**config.mk**
```make
export PLATFORM = sky130hd
export DESIGN_NAME = ufs_flag_status
export DESIGN_NICKNAME = d
export VERILOG_FILES = /design/src/verilog/ufs_pkg.sv /design/src/verilog/ufs_line_if.sv /design/src/verilog/ufs_line_filter.sv /design/src/verilog/ufs_flag_status.sv
export SDC_FILE = /design/constraint.sdc
export NUM_CORES = 1
export LEC_CHECK = 0
export BUFFER_PORTS_ARGS = -buffer_cell sky130_fd_sc_hd__buf_2
export CORE_MARGIN = 3
export CORE_UTILIZATION = 60
export DETAILED_ROUTE_END_ITERATION = 6
export PLACE_DENSITY = 0.85
export SLEW_MARGIN = 20
export SYNTH_ARGS = -nofsm -noshare
export SYNTH_HDL_FRONTEND = slang
export SYNTH_SLANG_ARGS = --single-unit
```
**constraint.sdc**
```tcl
create_clock -name clk -period 5.1 [get_ports clk]
set_clock_uncertainty 0.05 [all_clocks]
set_input_delay 0.255 -clock clk [delete_from_list [all_inputs] [get_ports clk]]
set_output_delay 0.255 -clock clk [all_outputs]
set_load 0.05 [all_outputs]
```
**src/verilog/ufs_pkg.sv**
```systemverilog
// Package of register map, field layout and constants for the USB flag and status block
`default_nettype none
package ufs_pkg;
  // Register byte offsets
  localparam logic [7:0] OFS_FLAG_VECTOR = 8'h1c;
  localparam logic [7:0] OFS_FLAG_HOLD_SELECT = 8'h20;
  localparam logic [7:0] OFS_FLAG_ROUTE_MASKS = 8'h24;
  localparam logic [7:0] OFS_FRAME_NUMBER = 8'h28;
  localparam logic [7:0] OFS_LAST_PACKET_ID = 8'h2c;
  localparam logic [7:0] OFS_LAST_ENDPOINT = 8'h30;
  localparam logic [7:0] OFS_ENDPOINT_MARKING = 8'h34;
  localparam logic [7:0] OFS_SUSPEND_SIGNAL_WORD = 8'h38;
  localparam logic [7:0] OFS_PHY_LINE_CONTROL = 8'h3c;
  // Widths
  localparam int FLAG_W = 7;
  localparam int FRAME_W = 11;
  localparam int NIB_W = 4;
  localparam int EP_COUNT = 16;
  localparam int FILT_CNT_W = 16;
  // Flag bit positions
  localparam int FLG_TOKEN = 6;
  localparam int FLG_SE0 = 5;
  localparam int FLG_K = 4;
  localparam int FLG_J = 3;
  localparam int FLG_CRC = 2;
  localparam int FLG_RXACTIVE = 1;
  localparam int FLG_RXERROR = 0;
  // Flags driven by one-cycle events rather than levels
  localparam logic [6:0] FLAG_EVENT_MASK = 7'h44;
  // Route mask field positions
  localparam int MSK_FIRST_LO = 0;
  localparam int MSK_SECOND_LO = 8;
  localparam int MSK_THIRD_LO = 16;
  // Endpoint register fields
  localparam int EP_VALID_BIT = 4;
  localparam logic [4:0] EP_MARK_OR = 5'h10;
  // Power signalling fields
  localparam int PWR_VALID_BIT = 8;
  // PHY control fields
  localparam int PHY_PULLDOWN_DIS = 18;
  localparam int PHY_CAUSE_SE0 = 13;
  localparam int PHY_CAUSE_K = 12;
  localparam int PHY_FILT_LO = 8;
  localparam int PHY_AUTO_RESUME = 7;
  localparam int PHY_CONF_LO = 4;
  localparam int PHY_CONF_W = 3;
  // Reset values
  localparam logic [31:0] REG_RESET = 32'h0;
  // UTMI linestate codes
  localparam logic [1:0] LS_SE0 = 2'h0;
  localparam logic [1:0] LS_J = 2'h1;
  localparam logic [1:0] LS_K = 2'h2;
endpackage : ufs_pkg
`default_nettype wire

```
**src/verilog/ufs_line_if.sv**
```systemverilog
// Interface between register logic and the linestate filter
`timescale 1ns/100ps
`default_nettype none
interface ufs_line_if;
  logic [1:0] lineRaw; // Unfiltered linestate
  logic [3:0] filterLog2; // Log-2 filter length
  logic autoResumeEn; // Automatic resume enable
  logic suspended; // Link is in suspend
  logic [1:0] lineFilt; // Filtered linestate
  logic resumeSe0; // Auto-resume seen, SE0 cause
  logic resumeK; // Auto-resume seen, K cause
  // Register side
  modport ctrl (output lineRaw, output filterLog2, output autoResumeEn, output suspended,
                input lineFilt, input resumeSe0, input resumeK);
  // Filter side
  modport filt (input lineRaw, input filterLog2, input autoResumeEn, input suspended,
                output lineFilt, output resumeSe0, output resumeK);
endinterface : ufs_line_if
`default_nettype wire

```
**src/verilog/ufs_line_filter.sv**
```systemverilog
// Linestate filter and auto-resume cause detector
`timescale 1ns/100ps
`default_nettype none
module ufs_line_filter (
  // Clock and reset
  input wire logic clk,
  input wire logic rst_n,
  // Link to register logic
  ufs_line_if.filt line
);
  import ufs_pkg::*;

  logic [1:0] candReg; // Candidate new linestate
  logic [1:0] filtReg; // Accepted linestate
  logic [FILT_CNT_W-1:0] cntReg; // Stable cycles of candidate
  logic [FILT_CNT_W-1:0] limit; // Filter length minus one
  logic seReg; // SE0 cause pulse
  logic kReg; // K cause pulse

  // Required stable length is two to the power of the setting
  assign limit = FILT_CNT_W'((32'h1 << line.filterLog2) - 32'h1);

  // Candidate tracking and delayed acceptance
  always_ff @(posedge clk or negedge rst_n) begin
    if (!rst_n) begin
      candReg <= LS_SE0;
      filtReg <= LS_SE0;
      cntReg <= '0;
    end else if (line.lineRaw != candReg) begin
      // New level: restart the count
      candReg <= line.lineRaw;
      cntReg <= '0;
    end else if (candReg != filtReg) begin
      if (cntReg >= limit) begin
        filtReg <= candReg;
        cntReg <= '0;
      end else begin
        cntReg <= cntReg + FILT_CNT_W'(1);
      end
    end
  end

  // Auto-resume: a change away from idle while suspended marks its cause
  always_ff @(posedge clk or negedge rst_n) begin
    if (!rst_n) begin
      seReg <= 1'b0;
      kReg <= 1'b0;
    end else begin
      seReg <= 1'b0;
      kReg <= 1'b0;
      if (line.autoResumeEn && line.suspended && candReg != filtReg && cntReg >= limit) begin
        seReg <= (candReg == LS_SE0);
        kReg <= (candReg == LS_K);
      end
    end
  end

  assign line.lineFilt = filtReg;
  assign line.resumeSe0 = seReg;
  assign line.resumeK = kReg;
endmodule : ufs_line_filter
`default_nettype wire

```
**src/verilog/ufs_flag_status.sv**
```systemverilog
// Top of the USB flag, status and PHY line control block
`timescale 1ns/100ps
`default_nettype none
module ufs_flag_status (
  // Clock and reset
  input wire logic clk,
  input wire logic rst_n,
  // Register port, 32-bit word accesses
  input wire logic regWrEn,
  input wire logic regRdEn,
  input wire logic [7:0] regAddr,
  input wire logic [31:0] regWrData,
  output logic [31:0] regRdData,
  output logic regRdValid,
  // Transceiver and decoder inputs
  input wire logic [1:0] lineState,
  input wire logic rxActive,
  input wire logic rxError,
  input wire logic tokenOk,
  input wire logic crcFail,
  input wire logic packetStart,
  input wire logic pidValid,
  input wire logic [ufs_pkg::NIB_W-1:0] pidIn,
  input wire logic epValid,
  input wire logic [ufs_pkg::NIB_W-1:0] epIn,
  input wire logic sofValid,
  input wire logic [ufs_pkg::FRAME_W-1:0] sofFrame,
  input wire logic suspended,
  // Flag outputs
  output logic flagOutFirst,
  output logic flagOutSecond,
  output logic flagOutThird,
  // Receive endpoint delivery
  output logic [4:0] rxEndpoint,
  output logic rxEndpointStrobe,
  // PHY line controls
  output logic pulldownDisable,
  output logic [ufs_pkg::PHY_CONF_W-1:0] phyConfigPins,
  output logic [1:0] lineStateFilt,
  output logic autoResume,
  output logic resumeDetected,
  // Power signalling
  output logic powerSignalValid,
  output logic [7:0] powerSignalData
);
  import ufs_pkg::*;

  // Register state
  logic [FLAG_W-1:0] engineFlagVector_reg; // Monitored flags
  logic [FLAG_W-1:0] engineFlagVector_next; // Next flag value
  logic [FLAG_W-1:0] flagHoldSelect_reg; // Per-flag hold select
  logic [31:0] flagRouteMasks_reg; // Three route masks
  logic [FRAME_W-1:0] frameNumber_reg; // Frame number
  logic [NIB_W-1:0] lastPacketId_reg; // Last PID
  logic [NIB_W-1:0] lastEndpoint_reg; // Last endpoint
  logic lastEndpointValid_reg; // Endpoint value valid
  logic [EP_COUNT-1:0] endpointMarking_reg; // Marked endpoints
  logic [8:0] suspendSignalWord_reg; // Power signalling word
  logic pulldownDisable_reg; // Pulldown disable
  logic causeSe0_reg; // Resume was reset
  logic causeK_reg; // Resume was K
  logic [3:0] filterLog2_reg; // Filter length setting
  logic autoResume_reg; // Auto-resume select
  logic [PHY_CONF_W-1:0] phyConf_reg; // Config pin levels

  // Decoded accesses
  logic wrFlags; // Write to flag vector
  logic wrHold; // Write to hold select
  logic wrMasks; // Write to route masks
  logic wrFrame; // Write to frame number
  logic wrMark; // Write to endpoint marking
  logic wrPower; // Write to power word
  logic wrPhy; // Write to PHY control
  logic [FLAG_W-1:0] flagSrc; // Current flag sources
  logic [FLAG_W-1:0] flagClear; // Software clear per flag
  logic [31:0] rdMux; // Read data before register
  logic [31:0] phyWord; // Assembled PHY control

  ufs_line_if lineBus ();

  // Linestate filter and resume detection
  ufs_line_filter uFilter (
    .clk(clk),
    .rst_n(rst_n),
    .line(lineBus.filt)
  );

  assign lineBus.lineRaw = lineState;
  assign lineBus.filterLog2 = filterLog2_reg;
  assign lineBus.autoResumeEn = autoResume_reg;
  assign lineBus.suspended = suspended;

  // Address decode of writes
  assign wrFlags = regWrEn && (regAddr == OFS_FLAG_VECTOR);
  assign wrHold = regWrEn && (regAddr == OFS_FLAG_HOLD_SELECT);
  assign wrMasks = regWrEn && (regAddr == OFS_FLAG_ROUTE_MASKS);
  assign wrFrame = regWrEn && (regAddr == OFS_FRAME_NUMBER);
  assign wrMark = regWrEn && (regAddr == OFS_ENDPOINT_MARKING);
  assign wrPower = regWrEn && (regAddr == OFS_SUSPEND_SIGNAL_WORD);
  assign wrPhy = regWrEn && (regAddr == OFS_PHY_LINE_CONTROL);

  // Flag sources, in documented bit order
  always_comb begin
    flagSrc = '0;
    flagSrc[FLG_TOKEN] = tokenOk;
    flagSrc[FLG_SE0] = (lineBus.lineFilt == LS_SE0);
    flagSrc[FLG_K] = (lineBus.lineFilt == LS_K);
    flagSrc[FLG_J] = (lineBus.lineFilt == LS_J);
    flagSrc[FLG_CRC] = crcFail;
    flagSrc[FLG_RXACTIVE] = rxActive;
    flagSrc[FLG_RXERROR] = rxError;
  end

  // Writing a one clears a held flag
  assign flagClear = wrFlags ? regWrData[FLAG_W-1:0] : '0;

  // Per-flag next value
  generate
    for (genvar i = 0; i < FLAG_W; i++) begin : gFlag
      always_comb begin
        if (flagHoldSelect_reg[i]) begin
          // Held: source set wins over clear
          engineFlagVector_next[i] = flagSrc[i] | (engineFlagVector_reg[i] & ~flagClear[i]);
        end else if (FLAG_EVENT_MASK[i]) begin
          // Event flag: set on event, drop at next packet
          if (flagSrc[i]) begin
            engineFlagVector_next[i] = 1'b1;
          end else if (packetStart) begin
            engineFlagVector_next[i] = 1'b0;
          end else begin
            engineFlagVector_next[i] = engineFlagVector_reg[i];
          end
        end else begin
          // Level flag: follow the source
          engineFlagVector_next[i] = flagSrc[i];
        end
      end
    end
  endgenerate

  // Flag vector register
  always_ff @(posedge clk or negedge rst_n) begin
    if (!rst_n) begin
      engineFlagVector_reg <= '0;
    end else begin
      engineFlagVector_reg <= engineFlagVector_next;
    end
  end

  // Hold select and route masks
  always_ff @(posedge clk or negedge rst_n) begin
    if (!rst_n) begin
      flagHoldSelect_reg <= REG_RESET[FLAG_W-1:0];
      flagRouteMasks_reg <= REG_RESET;
    end else begin
      if (wrHold) begin
        flagHoldSelect_reg <= regWrData[FLAG_W-1:0];
      end
      if (wrMasks) begin
        // Reserved bits stay zero
        flagRouteMasks_reg <= '0;
        flagRouteMasks_reg[MSK_FIRST_LO +: FLAG_W] <= regWrData[MSK_FIRST_LO +: FLAG_W];
        flagRouteMasks_reg[MSK_SECOND_LO +: FLAG_W] <= regWrData[MSK_SECOND_LO +: FLAG_W];
        flagRouteMasks_reg[MSK_THIRD_LO +: FLAG_W] <= regWrData[MSK_THIRD_LO +: FLAG_W];
      end
    end
  end

  // Flag outputs, one register stage after the flags
  always_ff @(posedge clk or negedge rst_n) begin
    if (!rst_n) begin
      flagOutFirst <= 1'b0;
      flagOutSecond <= 1'b0;
      flagOutThird <= 1'b0;
    end else begin
      // Empty mask, output low
      flagOutFirst <= |(engineFlagVector_reg & flagRouteMasks_reg[MSK_FIRST_LO +: FLAG_W]);
      flagOutSecond <= |(engineFlagVector_reg & flagRouteMasks_reg[MSK_SECOND_LO +: FLAG_W]);
      flagOutThird <= |(engineFlagVector_reg & flagRouteMasks_reg[MSK_THIRD_LO +: FLAG_W]);
    end
  end

  // Frame number: software write wins over a received frame
  always_ff @(posedge clk or negedge rst_n) begin
    if (!rst_n) begin
      frameNumber_reg <= REG_RESET[FRAME_W-1:0];
    end else if (wrFrame) begin
      frameNumber_reg <= regWrData[FRAME_W-1:0];
    end else if (sofValid) begin
      // Link frame number
      frameNumber_reg <= sofFrame;
    end
  end

  // Last packet identifier capture
  always_ff @(posedge clk or negedge rst_n) begin
    if (!rst_n) begin
      lastPacketId_reg <= REG_RESET[NIB_W-1:0];
    end else if (pidValid) begin
      // Valid identifiers only
      lastPacketId_reg <= pidIn;
    end
  end

  // Last endpoint capture and marked delivery
  always_ff @(posedge clk or negedge rst_n) begin
    if (!rst_n) begin
      lastEndpoint_reg <= REG_RESET[NIB_W-1:0];
      lastEndpointValid_reg <= 1'b0;
      rxEndpoint <= '0;
      rxEndpointStrobe <= 1'b0;
    end else begin
      // One strobe per delivery
      rxEndpointStrobe <= epValid;
      if (epValid) begin
        lastEndpoint_reg <= epIn;
        lastEndpointValid_reg <= 1'b1;
        // Marked adds bit 4
        if (endpointMarking_reg[epIn]) begin
          rxEndpoint <= {1'b0, epIn} | EP_MARK_OR;
        end else begin
          rxEndpoint <= {1'b0, epIn};
        end
      end
    end
  end

  // Endpoint marking mask
  always_ff @(posedge clk or negedge rst_n) begin
    if (!rst_n) begin
      endpointMarking_reg <= REG_RESET[EP_COUNT-1:0];
    end else if (wrMark) begin
      endpointMarking_reg <= regWrData[EP_COUNT-1:0];
    end
  end

  // Power signalling word
  always_ff @(posedge clk or negedge rst_n) begin
    if (!rst_n) begin
      suspendSignalWord_reg <= REG_RESET[PWR_VALID_BIT:0];
    end else if (wrPower) begin
      // Valid bit with data byte
      suspendSignalWord_reg <= regWrData[PWR_VALID_BIT:0];
    end
  end

  // PHY control settings
  always_ff @(posedge clk or negedge rst_n) begin
    if (!rst_n) begin
      pulldownDisable_reg <= 1'b0;
      filterLog2_reg <= '0;
      autoResume_reg <= 1'b0;
      phyConf_reg <= '0;
    end else if (wrPhy) begin
      pulldownDisable_reg <= regWrData[PHY_PULLDOWN_DIS];
      filterLog2_reg <= regWrData[PHY_FILT_LO +: 4];
      autoResume_reg <= regWrData[PHY_AUTO_RESUME];
      phyConf_reg <= regWrData[PHY_CONF_LO +: PHY_CONF_W];
    end
  end

  // Resume cause bits: writing zero clears, a new cause wins
  always_ff @(posedge clk or negedge rst_n) begin
    if (!rst_n) begin
      causeSe0_reg <= 1'b0;
      causeK_reg <= 1'b0;
    end else begin
      // Wake-up by reset
      if (lineBus.resumeSe0) begin
        causeSe0_reg <= 1'b1;
      end else if (wrPhy && !regWrData[PHY_CAUSE_SE0]) begin
        causeSe0_reg <= 1'b0;
      end
      // Wake-up by K
      if (lineBus.resumeK) begin
        causeK_reg <= 1'b1;
      end else if (wrPhy && !regWrData[PHY_CAUSE_K]) begin
        causeK_reg <= 1'b0;
      end
    end
  end

  // Resume event towards the suspend controller
  always_ff @(posedge clk or negedge rst_n) begin
    if (!rst_n) begin
      resumeDetected <= 1'b0;
    end else begin
      resumeDetected <= lineBus.resumeSe0 | lineBus.resumeK;
    end
  end

  // PHY control word as read back
  always_comb begin
    phyWord = '0;
    phyWord[PHY_PULLDOWN_DIS] = pulldownDisable_reg;
    phyWord[PHY_CAUSE_SE0] = causeSe0_reg;
    phyWord[PHY_CAUSE_K] = causeK_reg;
    phyWord[PHY_FILT_LO +: 4] = filterLog2_reg;
    phyWord[PHY_AUTO_RESUME] = autoResume_reg;
    phyWord[PHY_CONF_LO +: PHY_CONF_W] = phyConf_reg;
  end

  // Read multiplexer, unmapped offsets read zero
  always_comb begin
    rdMux = '0;
    case (regAddr)
      OFS_FLAG_VECTOR: rdMux[FLAG_W-1:0] = engineFlagVector_reg;
      OFS_FLAG_HOLD_SELECT: rdMux[FLAG_W-1:0] = flagHoldSelect_reg;
      OFS_FLAG_ROUTE_MASKS: rdMux = flagRouteMasks_reg;
      OFS_FRAME_NUMBER: rdMux[FRAME_W-1:0] = frameNumber_reg;
      OFS_LAST_PACKET_ID: rdMux[NIB_W-1:0] = lastPacketId_reg;
      OFS_LAST_ENDPOINT: rdMux[EP_VALID_BIT:0] = {lastEndpointValid_reg, lastEndpoint_reg};
      OFS_ENDPOINT_MARKING: rdMux[EP_COUNT-1:0] = endpointMarking_reg;
      OFS_SUSPEND_SIGNAL_WORD: rdMux[PWR_VALID_BIT:0] = suspendSignalWord_reg;
      OFS_PHY_LINE_CONTROL: rdMux = phyWord;
      default: rdMux = '0;
    endcase
  end

  // Registered read answer
  always_ff @(posedge clk or negedge rst_n) begin
    if (!rst_n) begin
      regRdData <= '0;
      regRdValid <= 1'b0;
    end else begin
      regRdValid <= regRdEn;
      // Held until next read
      if (regRdEn) begin
        regRdData <= rdMux;
      end
    end
  end

  // Direct control outputs
  assign pulldownDisable = pulldownDisable_reg;
  assign phyConfigPins = phyConf_reg;
  assign autoResume = autoResume_reg;
  assign lineStateFilt = lineBus.lineFilt;
  assign powerSignalValid = suspendSignalWord_reg[PWR_VALID_BIT];
  assign powerSignalData = suspendSignalWord_reg[PWR_VALID_BIT-1:0];
endmodule : ufs_flag_status
`default_nettype wire

```
Word-level counts from Yosys, hierarchy flattened
Cells that the tools add are included.

Output and inout bits: 59. Word-level logic and storage cells: 133. Flip-flop bits (word level): 156.

Mux-type cells: 32. Reductions and logical operators: 26. Bitwise gates (word level): 26. Equality and inequality tests: 14. Add/sub/neg operators: 2. Magnitude comparators: 2. Shift-type cells: 1.

Operator list (number): 8-bit by 6-bit == test with 1-bit output (second input constant) (8); 16-bit 2-to-1 mux (3); 4-bit case mux with 8 select lines (1); 11-bit 2-to-1 mux (2); 7-bit AND (3); 7-bit OR reduction (3); 1-bit 2-to-1 mux (17); 16-bit by 1-bit adder with 16-bit output (second input constant) (1); 16-bit >= comparator (1); 1-bit by 4-bit << shifter with 16-bit output (first input constant) (1); 16-bit by 1-bit subtractor with 16-bit output (second input constant) (1); 5-bit case mux with 3 select lines (1); 2-bit case mux with 7 select lines (1); 7-bit case mux with 2 select lines (1); 1-bit logical AND (12); 2-bit case mux with 5 select lines (1); 8-bit by 5-bit == test with 1-bit output (second input constant) (1); 1-bit NOT (8); 1-bit bitwise OR (8); 1-bit case mux with 8 select lines (1); 2-bit case mux with 4 select lines (1); 2-bit nonzero test (4); 1-bit AND (7); 7-bit 2-to-1 mux (1); 10 further kinds (15).

Depth between registers and ports, before layout
Gate-level depths: netlist of run 1.

Word-level depth: 7. Depth in mapped cells: 17. Mapped depth without buffers: 13.

Modules after synthesis
From an unflattened synthesis of run 1, not the netlist that was laid out.

Cell total of the unflattened synthesis: 664. Area, all modules: 7484.7 sq um.

Modules (own cells, without submodules): ufs_flag_status (cells each 470, area each 5758.0 sq um, times used 1, seq. area each 3027.9 sq um); ufs_line_filter (cells each 194, area each 1726.7 sq um, times used 1, seq. area each 550.5 sq um).

Worst setup path before layout of run 1
OpenSTA, ideal clock, no wires.

Kind: register to register. Start: register filterLog2_reg[3]. End: register uFilter.cntReg[14]. Cell stages (with the launch flop): 17. Setup slack: 1.698 ns. Arrival: 3.216 ns. Data required time: 4.914 ns. Path buffers: 4. Clock period less this slack: 3.402 ns. Path through: dfrtp_1 clkbuf_1 clkbuf_1 nor3_1 nand2_1 ha_1 clkbuf_1 nor2_1 mux2i_1 o31a_1 ha_1 nand4_1 nor2_1 nand2_1 a31oi_1 buf_2 nor3_1.

Longest elaborated chain between the ends: 6.

Ends and longest elaborated chain: start, declared (RTL line ufs_flag_status.sv:62) `logic [3:0] filterLog2_reg;`; start signal, assigned (RTL line ufs_flag_status.sv:256) `filterLog2_reg <= regWrData[PHY_FILT_LO +: 4];`; 1-bit by 4-bit << shifter with 16-bit output (RTL line ufs_line_filter.sv:21) `assign limit = FILT_CNT_W'((32'h1 << line.filterLog2) - 32'h1);`; 16-bit by 1-bit subtractor with 16-bit output (RTL line ufs_line_filter.sv:21); 16-bit >= comparator (RTL line ufs_line_filter.sv:34) `if (cntReg >= limit) begin`; 16-bit 2-to-1 mux (RTL line ufs_line_filter.sv:34); 16-bit 2-to-1 mux (RTL line ufs_line_filter.sv:33) `end else if (candReg != filtReg) begin`; 16-bit 2-to-1 mux (RTL line ufs_line_filter.sv:29) `end else if (line.lineRaw != candReg) begin`; end signal, assigned (RTL line ufs_line_filter.sv:38) `cntReg <= cntReg + FILT_CNT_W'(1);`; end, declared (RTL line ufs_line_filter.sv:15) `logic [FILT_CNT_W-1:0] cntReg;`.

No other way between the ends. The select of a mux whose other input is x is not followed. A chain may end at the register's enable or synchronous reset.

Final worst setup path of run 1
Start: register filterLog2_reg[3]. End: register uFilter.cntReg[4].

The elaborated chain is that of the path after synthesis.

==> impl_metrics.ini, run 1 <==
[yosys]
ys_types = 68
ys_seq_area_share_pct = 48.1
synth_edf_count = 0
synth-main-ff-cell = dfrtp_1
syn_area_per_cell_um2 = 11.2
netlist_area_mm2 = 0.00743
ys_ff_latch = 143
synthCells = 664
ys_warn_count = 0
synthArstFlopShare_pct = 100

[routing]
drtPass1Iterations = 5
num_vias = 6087
drc = 0
drtAntennaViolNets = 0
wirelength_um = 20500
wl_per_cell_um = 21.5
vias_per_cell = 6.39
first_iter_violations = 637

[global_routing]
antenna_found_initial = 0
grt_pass1_vias = 6070
grt.overflow.total = 0
grt_use_total_pct = 30.2
grt_first_pass_wirelength_um = 32900
grt_max_degree = 73

[sta]
final.setup.tns_ns = 0
slew_violations = 0
rsz0062_at_grt = false
tightest_slew_ns = 0.982
setup_ws_ns = 1.17
fin_crit_ns = 3.93
max-slew-margin-rel_pct = 34.4
hold_viol_final = 0
setup_viol = 0
fmax_mhz = 255
finalCritPeriodShare_pct = 77.0

[floorplanning]
row_count = 40
die-area_mm2 = 0.0138
start_util_pct = 61.6
coreArea_mm2 = 0.0121
die_h_um = 117
chipWidth_um = 117
ios = 133

[placement]
hpwl_um = 14500
gp_congestion = 0.934
place_ws_ns = 1.23
io_buffers = 114

[worst_setup_path]
rr_startpoint = filterLog2_reg[3]
cp_slowest_stage_delay_ns = 0.60
crit_type = reg2reg
path_delay_family = compound AO/OA/AOI/OAI gates
crit_required_ns = 5.38
cp_cell_sequence = nor3_1, nand2b_1, ha_1, or2_2, o21ai_0, a22o_1, a21oi_1, ha_1, a21oi_1, nor2_1, a311oi_1, a31oi_1, buf_4, nor3_1
r2r_setup_slack_ns = 1.17
cp.arrival_ns = 4.21
slowest_stage = a311oi_1
cp-end-kind = register
r2r_end = uFilter.cntReg[4]
path_max_fanout = 17
start_kind = register
r2r_cells = 14
critical_path_buf_inv_count = 1

[run]
cap_violations = 0

[min_path]
worstHoldPathCells = 2
min_path_type = in2reg
hold_end = flagRouteMasks_reg[17]
hp-start = regWrData[17]

[cells_and_area]
layout_common_cells = dfrtp_1, buf_2, mux2_2
num_antenna_cells = 0
largest_reg_flops = 23
nets = 863
drive_above_1_share_pct = 29.3
layout_commonest_cell = dfrtp_1
syn_to_final_growth_pct = 17.3

[clock_tree]
cts_tree = done
cts_resized = 0
clock-sinks = 143
cts_buffer_depth = 2
htree_levels = 4
path_clk_slew_ns = 0.06
clock_latency_ns = 0.43
cts_buffers = 17
cts_setup_buffers = 0
ctsHoldBuffers = 9
clockRootBuffer = clkbuf_16

[power_and_ir_drop]
power_density_mw_per_mm2 = 338
ir_drop_uv = 214
power_mw = 2.95
total_leakage_power_nw = 4.08

[status]
status = finished, final reports clean
[worst max path at each step]
| stage | slack, ns | from | to | cells after the start |
|---|---|---|---|---|
| 2_1_floorplan | 1.70 | filterLog2_reg[3] | uFilter.cntReg[14] | 16 |
| 3_3_place_gp | 1.43 | filterLog2_reg[2] | uFilter.line.resumeK | 14 |
| 3_5_place_dp | 1.23 | filterLog2_reg[3] | uFilter.cntReg[3] | 14 |
| 4_1_cts | 1.20 | filterLog2_reg[3] | uFilter.cntReg[3] | 14 |
| 5_1_grt | 0.84 | filterLog2_reg[2] | uFilter.cntReg[4] | 14 |
| 6_report | 1.17 | filterLog2_reg[3] | uFilter.cntReg[4] | 14 |
[cells in the mapped netlist (3+ instances only)]
cell       instances  area [um^2]
dfrtp_1          143         3580
mux2_2            54          608
nand2_1           38          143
nor2_1            36          135
a21oi_1           30          150
nand3_1           29          145
mux2i_1           23          230
clkbuf_1          22         82.6
mux2_1            20          225
o21ai_0           20          100
inv_1             19         71.3
ha_1              18          225
xnor2_1           17          149
nor3_1            16         80.1
a22oi_1           12         90.1
buf_4             11         82.6
a211oi_1          10         75.1
buf_2             10         50.1
a31oi_1            9         56.3
o2bb2ai_1          9         78.8
a222oi_1           8         80.1
a22o_1             7         61.3
and3_1             7         43.8
nand2b_1           7         43.8
nand4_1            6         37.5
mux4_2             5          113
a221oi_1           4         35.0
o22ai_1            4         25.0
or3_1              4         25.0
a311oi_1           3         26.3
a31o_2             3         26.3
a32o_1             3         30.0
buf_6              3         33.8
or2_2              3         18.8
xor2_1             3         26.3
[per-layer routing]
metal | share of wire (%) | track usage, % | up-vias
met3 | 7.8 | 6.65 | 43
met4 | 3.1 | 12.1 | 0
met2 | 49 | 49.5 | 303
met1 | 40 | 39.4 | 3057
met5 | 0 | 0 | -
li1 | - | - | 2684
[worst register-to-register path, cell delays in order, from the launching register on]
cell,delay (ns)
dfrtp_1,0.58
nor3_1,0.34
nand2b_1,0.14
ha_1,0.34
or2_2,0.37
o21ai_0,0.17
a22o_1,0.16
a21oi_1,0.08
ha_1,0.21
a21oi_1,0.14
nor2_1,0.06
a311oi_1,0.60
a31oi_1,0.17
buf_4,0.23
nor3_1,0.21
[area by class of cell]
cell class | count | area, um^2
Inverter | 19 | 71.3
Multi-Input combinational cell | 464 | 3570
Clock buffer | 18 | 429
Timing Repair Buffer | 126 | 689
Clock inverter | 14 | 168
Fill cell | 830 | 3340
Sequential cell | 143 | 3580
Tap cell | 168 | 210
[cell families after synthesis]
group                    after synthesis  share of synthesized area, %
XOR/XNOR                              20                          2.36
flip-flops                           143                          48.1
AO/OA/AOI/OAI                        143                          13.9
adder cells (fa/ha/maj)               18                          3.03
other                                  2                         0.101
multiplexers                         102                          15.8
AND/OR/NAND/NOR                      171                          12.3
buffers and inverters                 65                          4.31
[per-stage QoR]
stage | hold slack (ns) | instance area [um^2] | cells | util, %
3_3_place_gp | 0.243 | 8030 | 911 | 66.6
2_1_floorplan | -0.0906 | 7460 | 672 | -
4_1_cts | 0.00524 | 8720 | 952 | 72.3
6_report | 0.00729 | 8720 | 952 | 72.3
3_5_place_dp | 0.253 | 8030 | 911 | 66.6
5_1_grt | 0.0115 | 8720 | 952 | 72.3
[report_power, final]
group / internal (mW) / total, mW / switching (mW)
Combinational: 0.146 / 0.434 / 0.289
Clock: 0.767 / 1.25 / 0.482
Sequential: 1.19 / 1.26 / 0.0678
Total: 2.11 / 2.95 / 0.838
No activity file was read; power rests on OpenSTA's default activity.
==> inputs of run 2 (changes only) <==
--- a/config.mk
+++ b/config.mk
@@ -7,9 +7,9 @@
 export LEC_CHECK = 0
 export BUFFER_PORTS_ARGS = -buffer_cell sky130_fd_sc_hd__buf_2
 export CORE_MARGIN = 3
-export CORE_UTILIZATION = 60
+export CORE_UTILIZATION = 56
 export DETAILED_ROUTE_END_ITERATION = 6
-export PLACE_DENSITY = 0.85
+export PLACE_DENSITY = 0.8
 export SLEW_MARGIN = 20
 export SYNTH_ARGS = -nofsm -noshare
 export SYNTH_HDL_FRONTEND = slang
==> constraint.sdc (replaced) <==
create_clock -name clk -period 4.1 [get_ports clk]
set_clock_uncertainty 0.05 [all_clocks]
set_input_delay 0.205 -clock clk [delete_from_list [all_inputs] [get_ports clk]]
set_output_delay 0.205 -clock clk [all_outputs]
set_load 0.05 [all_outputs]
==> impl_metrics.ini, run 2 (synthesized netlist as in run 1, its figures left out) <==
[clock_tree]
clock_latency_ns = 0.42
cts_tree = done
cts_buffer_depth = 2
htree_levels = 4
path_clk_slew_ns = 0.06
clockRootBuffer = clkbuf_16
cts_setup_buffers = 0
cts_buffers = 17
clock-sinks = 143

[routing]
vias_per_cell = 6.23
wl_per_cell_um = 21.4
drtAntennaViolNets = 0
wirelength_um = 20900
drc = 0
num_vias = 6064
first_iter_violations = 734
drtPass1Iterations = 7

[floorplanning]
coreArea_mm2 = 0.0128
die-area_mm2 = 0.0147
start_util_pct = 58.0
ios = 133
chipWidth_um = 121
die_h_um = 121
row_count = 41

[worst_setup_path]
slowest_stage = dfrtp_1
crit_type = reg2reg
crit_required_ns = 4.41
start_kind = register
cp-end-kind = register
cp_cell_sequence = nor3_1, nand2b_1, ha_1, or2_2, o21ai_0, a22o_1, a21oi_1, ha_1, nand4_1, nor2_1, nand2_1, a31oi_1, buf_4, and3_1
cp_slowest_stage_delay_ns = 0.48
path_max_fanout = 16
timing.critical_path.mode_cell = ha_1
cp.arrival_ns = 3.84

[cells_and_area]
syn_to_final_growth_pct = 19.1
largest_reg_flops = 23
drive_above_1_share_pct = 29.1
num_antenna_cells = 0
nets = 882
layout_commonest_cell = dfrtp_1
layout_common_cells = dfrtp_1, buf_2, mux2_2
final_cell_area_mm2 = 0.00885

[sta]
hold_ws_ns = 0.0264
hold_viol_final = 0
tightest_slew_ns = 0.972
setup_viol = 0
setup_ws_ns = 0.575
final.setup.tns_ns = 0
finalCritPeriodShare_pct = 86.0
fin_crit_ns = 3.52
rsz0062_at_grt = false
fmax_mhz = 284
slew_violations = 0
max-slew-margin-rel_pct = 35.0

[min_path]
min_path_type = in2reg

[global_routing]
grt_pass1_vias = 6153
antenna_found_initial = 0
grt_max_degree = 108
grt_use_total_pct = 29.5
grt.overflow.total = 0
grt_first_pass_wirelength_um = 33000

[status]
status = finished, final reports clean

[power_and_ir_drop]
power_frac_comb_pct = 15.8
ir_drop_uv = 260
pwr-share-seq_pct = 44.2
p_sw_share_pct = 29.2
power_density_mw_per_mm2 = 400
total_leakage_power_nw = 4.14
power_mw = 3.54
internal_power_mw = 2.51
power_switching_mw = 1.03
p_clk_share_pct = 39.9

[placement]
gp_congestion = 0.944
hpwl_um = 14700
io_buffers = 114
placed_area_mm2 = 0.00807
place_ws_ns = 0.649

[run]
cap_violations = 0
-- run 2: changes by cell type in the layout (fill, tap and decap cells not counted) --
cell	before	now
dlygate4sd3_1	9	24
buf_4	3	7
clkbuf_8	0	4
bufinv_16	3	0
clkinv_4	3	1
-- run 2: path summary, 6_finish.rpt --
kind / from / to / slack (ns) / cells past startpoint
max: filterLog2_reg[0] / uFilter.line.resumeK / 0.58 / 14
min: epIn[2] / rxEndpoint[2] / 0.03 / 2
max reg2reg: filterLog2_reg[0] / uFilter.line.resumeK / 0.58 / 14
min reg2reg: lastEndpointValid_reg / lastEndpointValid_reg / 0.43 / 1
max in group asynchronous: rst_n / regRdData[12] / 2.49 / 3
min in group asynchronous: rst_n / flagRouteMasks_reg[17] / 0.41 / 2
-- run 2: timing repair --
item	CTS	global route
hold buffers	24	0
setup endpoints to repair	0	0
gates resized for setup	0	0
hold endpoints to repair	132	0
-- run 2: area by class of cell --
| class | count | area, um^2 |
|---|---|---|
| timing repair buffer | 145 | 870 |
| multi-input combinational | 464 | 3570 |
| fill | 1000 | 3970 |
| inverter | 19 | 71.3 |
| tap | 172 | 215 |
| sequential | 143 | 3580 |
| clock inverter | 9 | 60.1 |
| clock buffer | 22 | 484 |
-- run 2: per-stage QoR --
step,cells,utilization [%]
floorplan,672,-
global placement,919,62.9
detailed placement,919,62.9
CTS,974,69.0
global route,974,69.0
finish,974,69.0
-- run 2: metal layers --
layer / GRT usage, % / vias up / wire length [um]
li1: - / 2722 / -
met1: 39.5 / 3021 / 8720
met2: 46.0 / 276 / 9970
met3: 7.65 / 45 / 1660
met4: 11.9 / 0 / 525
met5: 0 / - / 0
-- run 2: worst max-delay path, delay by kind of cell (launching register included) --
kind | cells | cell delay, ns
AND/OR/NAND/NOR | 7 | 1.46
adder cells (fa/ha/maj) | 2 | 0.63
AO/OA/AOI/OAI | 4 | 0.58
flip-flops | 1 | 0.48
buffers and inverters | 1 | 0.25
-- run 2: power groups by stage --
stage	logic, mW	registers [mW]	clock network, mW
after detailed placement	0.536	1.59	0
after global placement	0.521	1.58	0
after floorplan	0.283	1.64	0
after CTS	0.558	1.56	1.43
after global routing	0.609	1.57	1.50
final	0.561	1.57	1.42
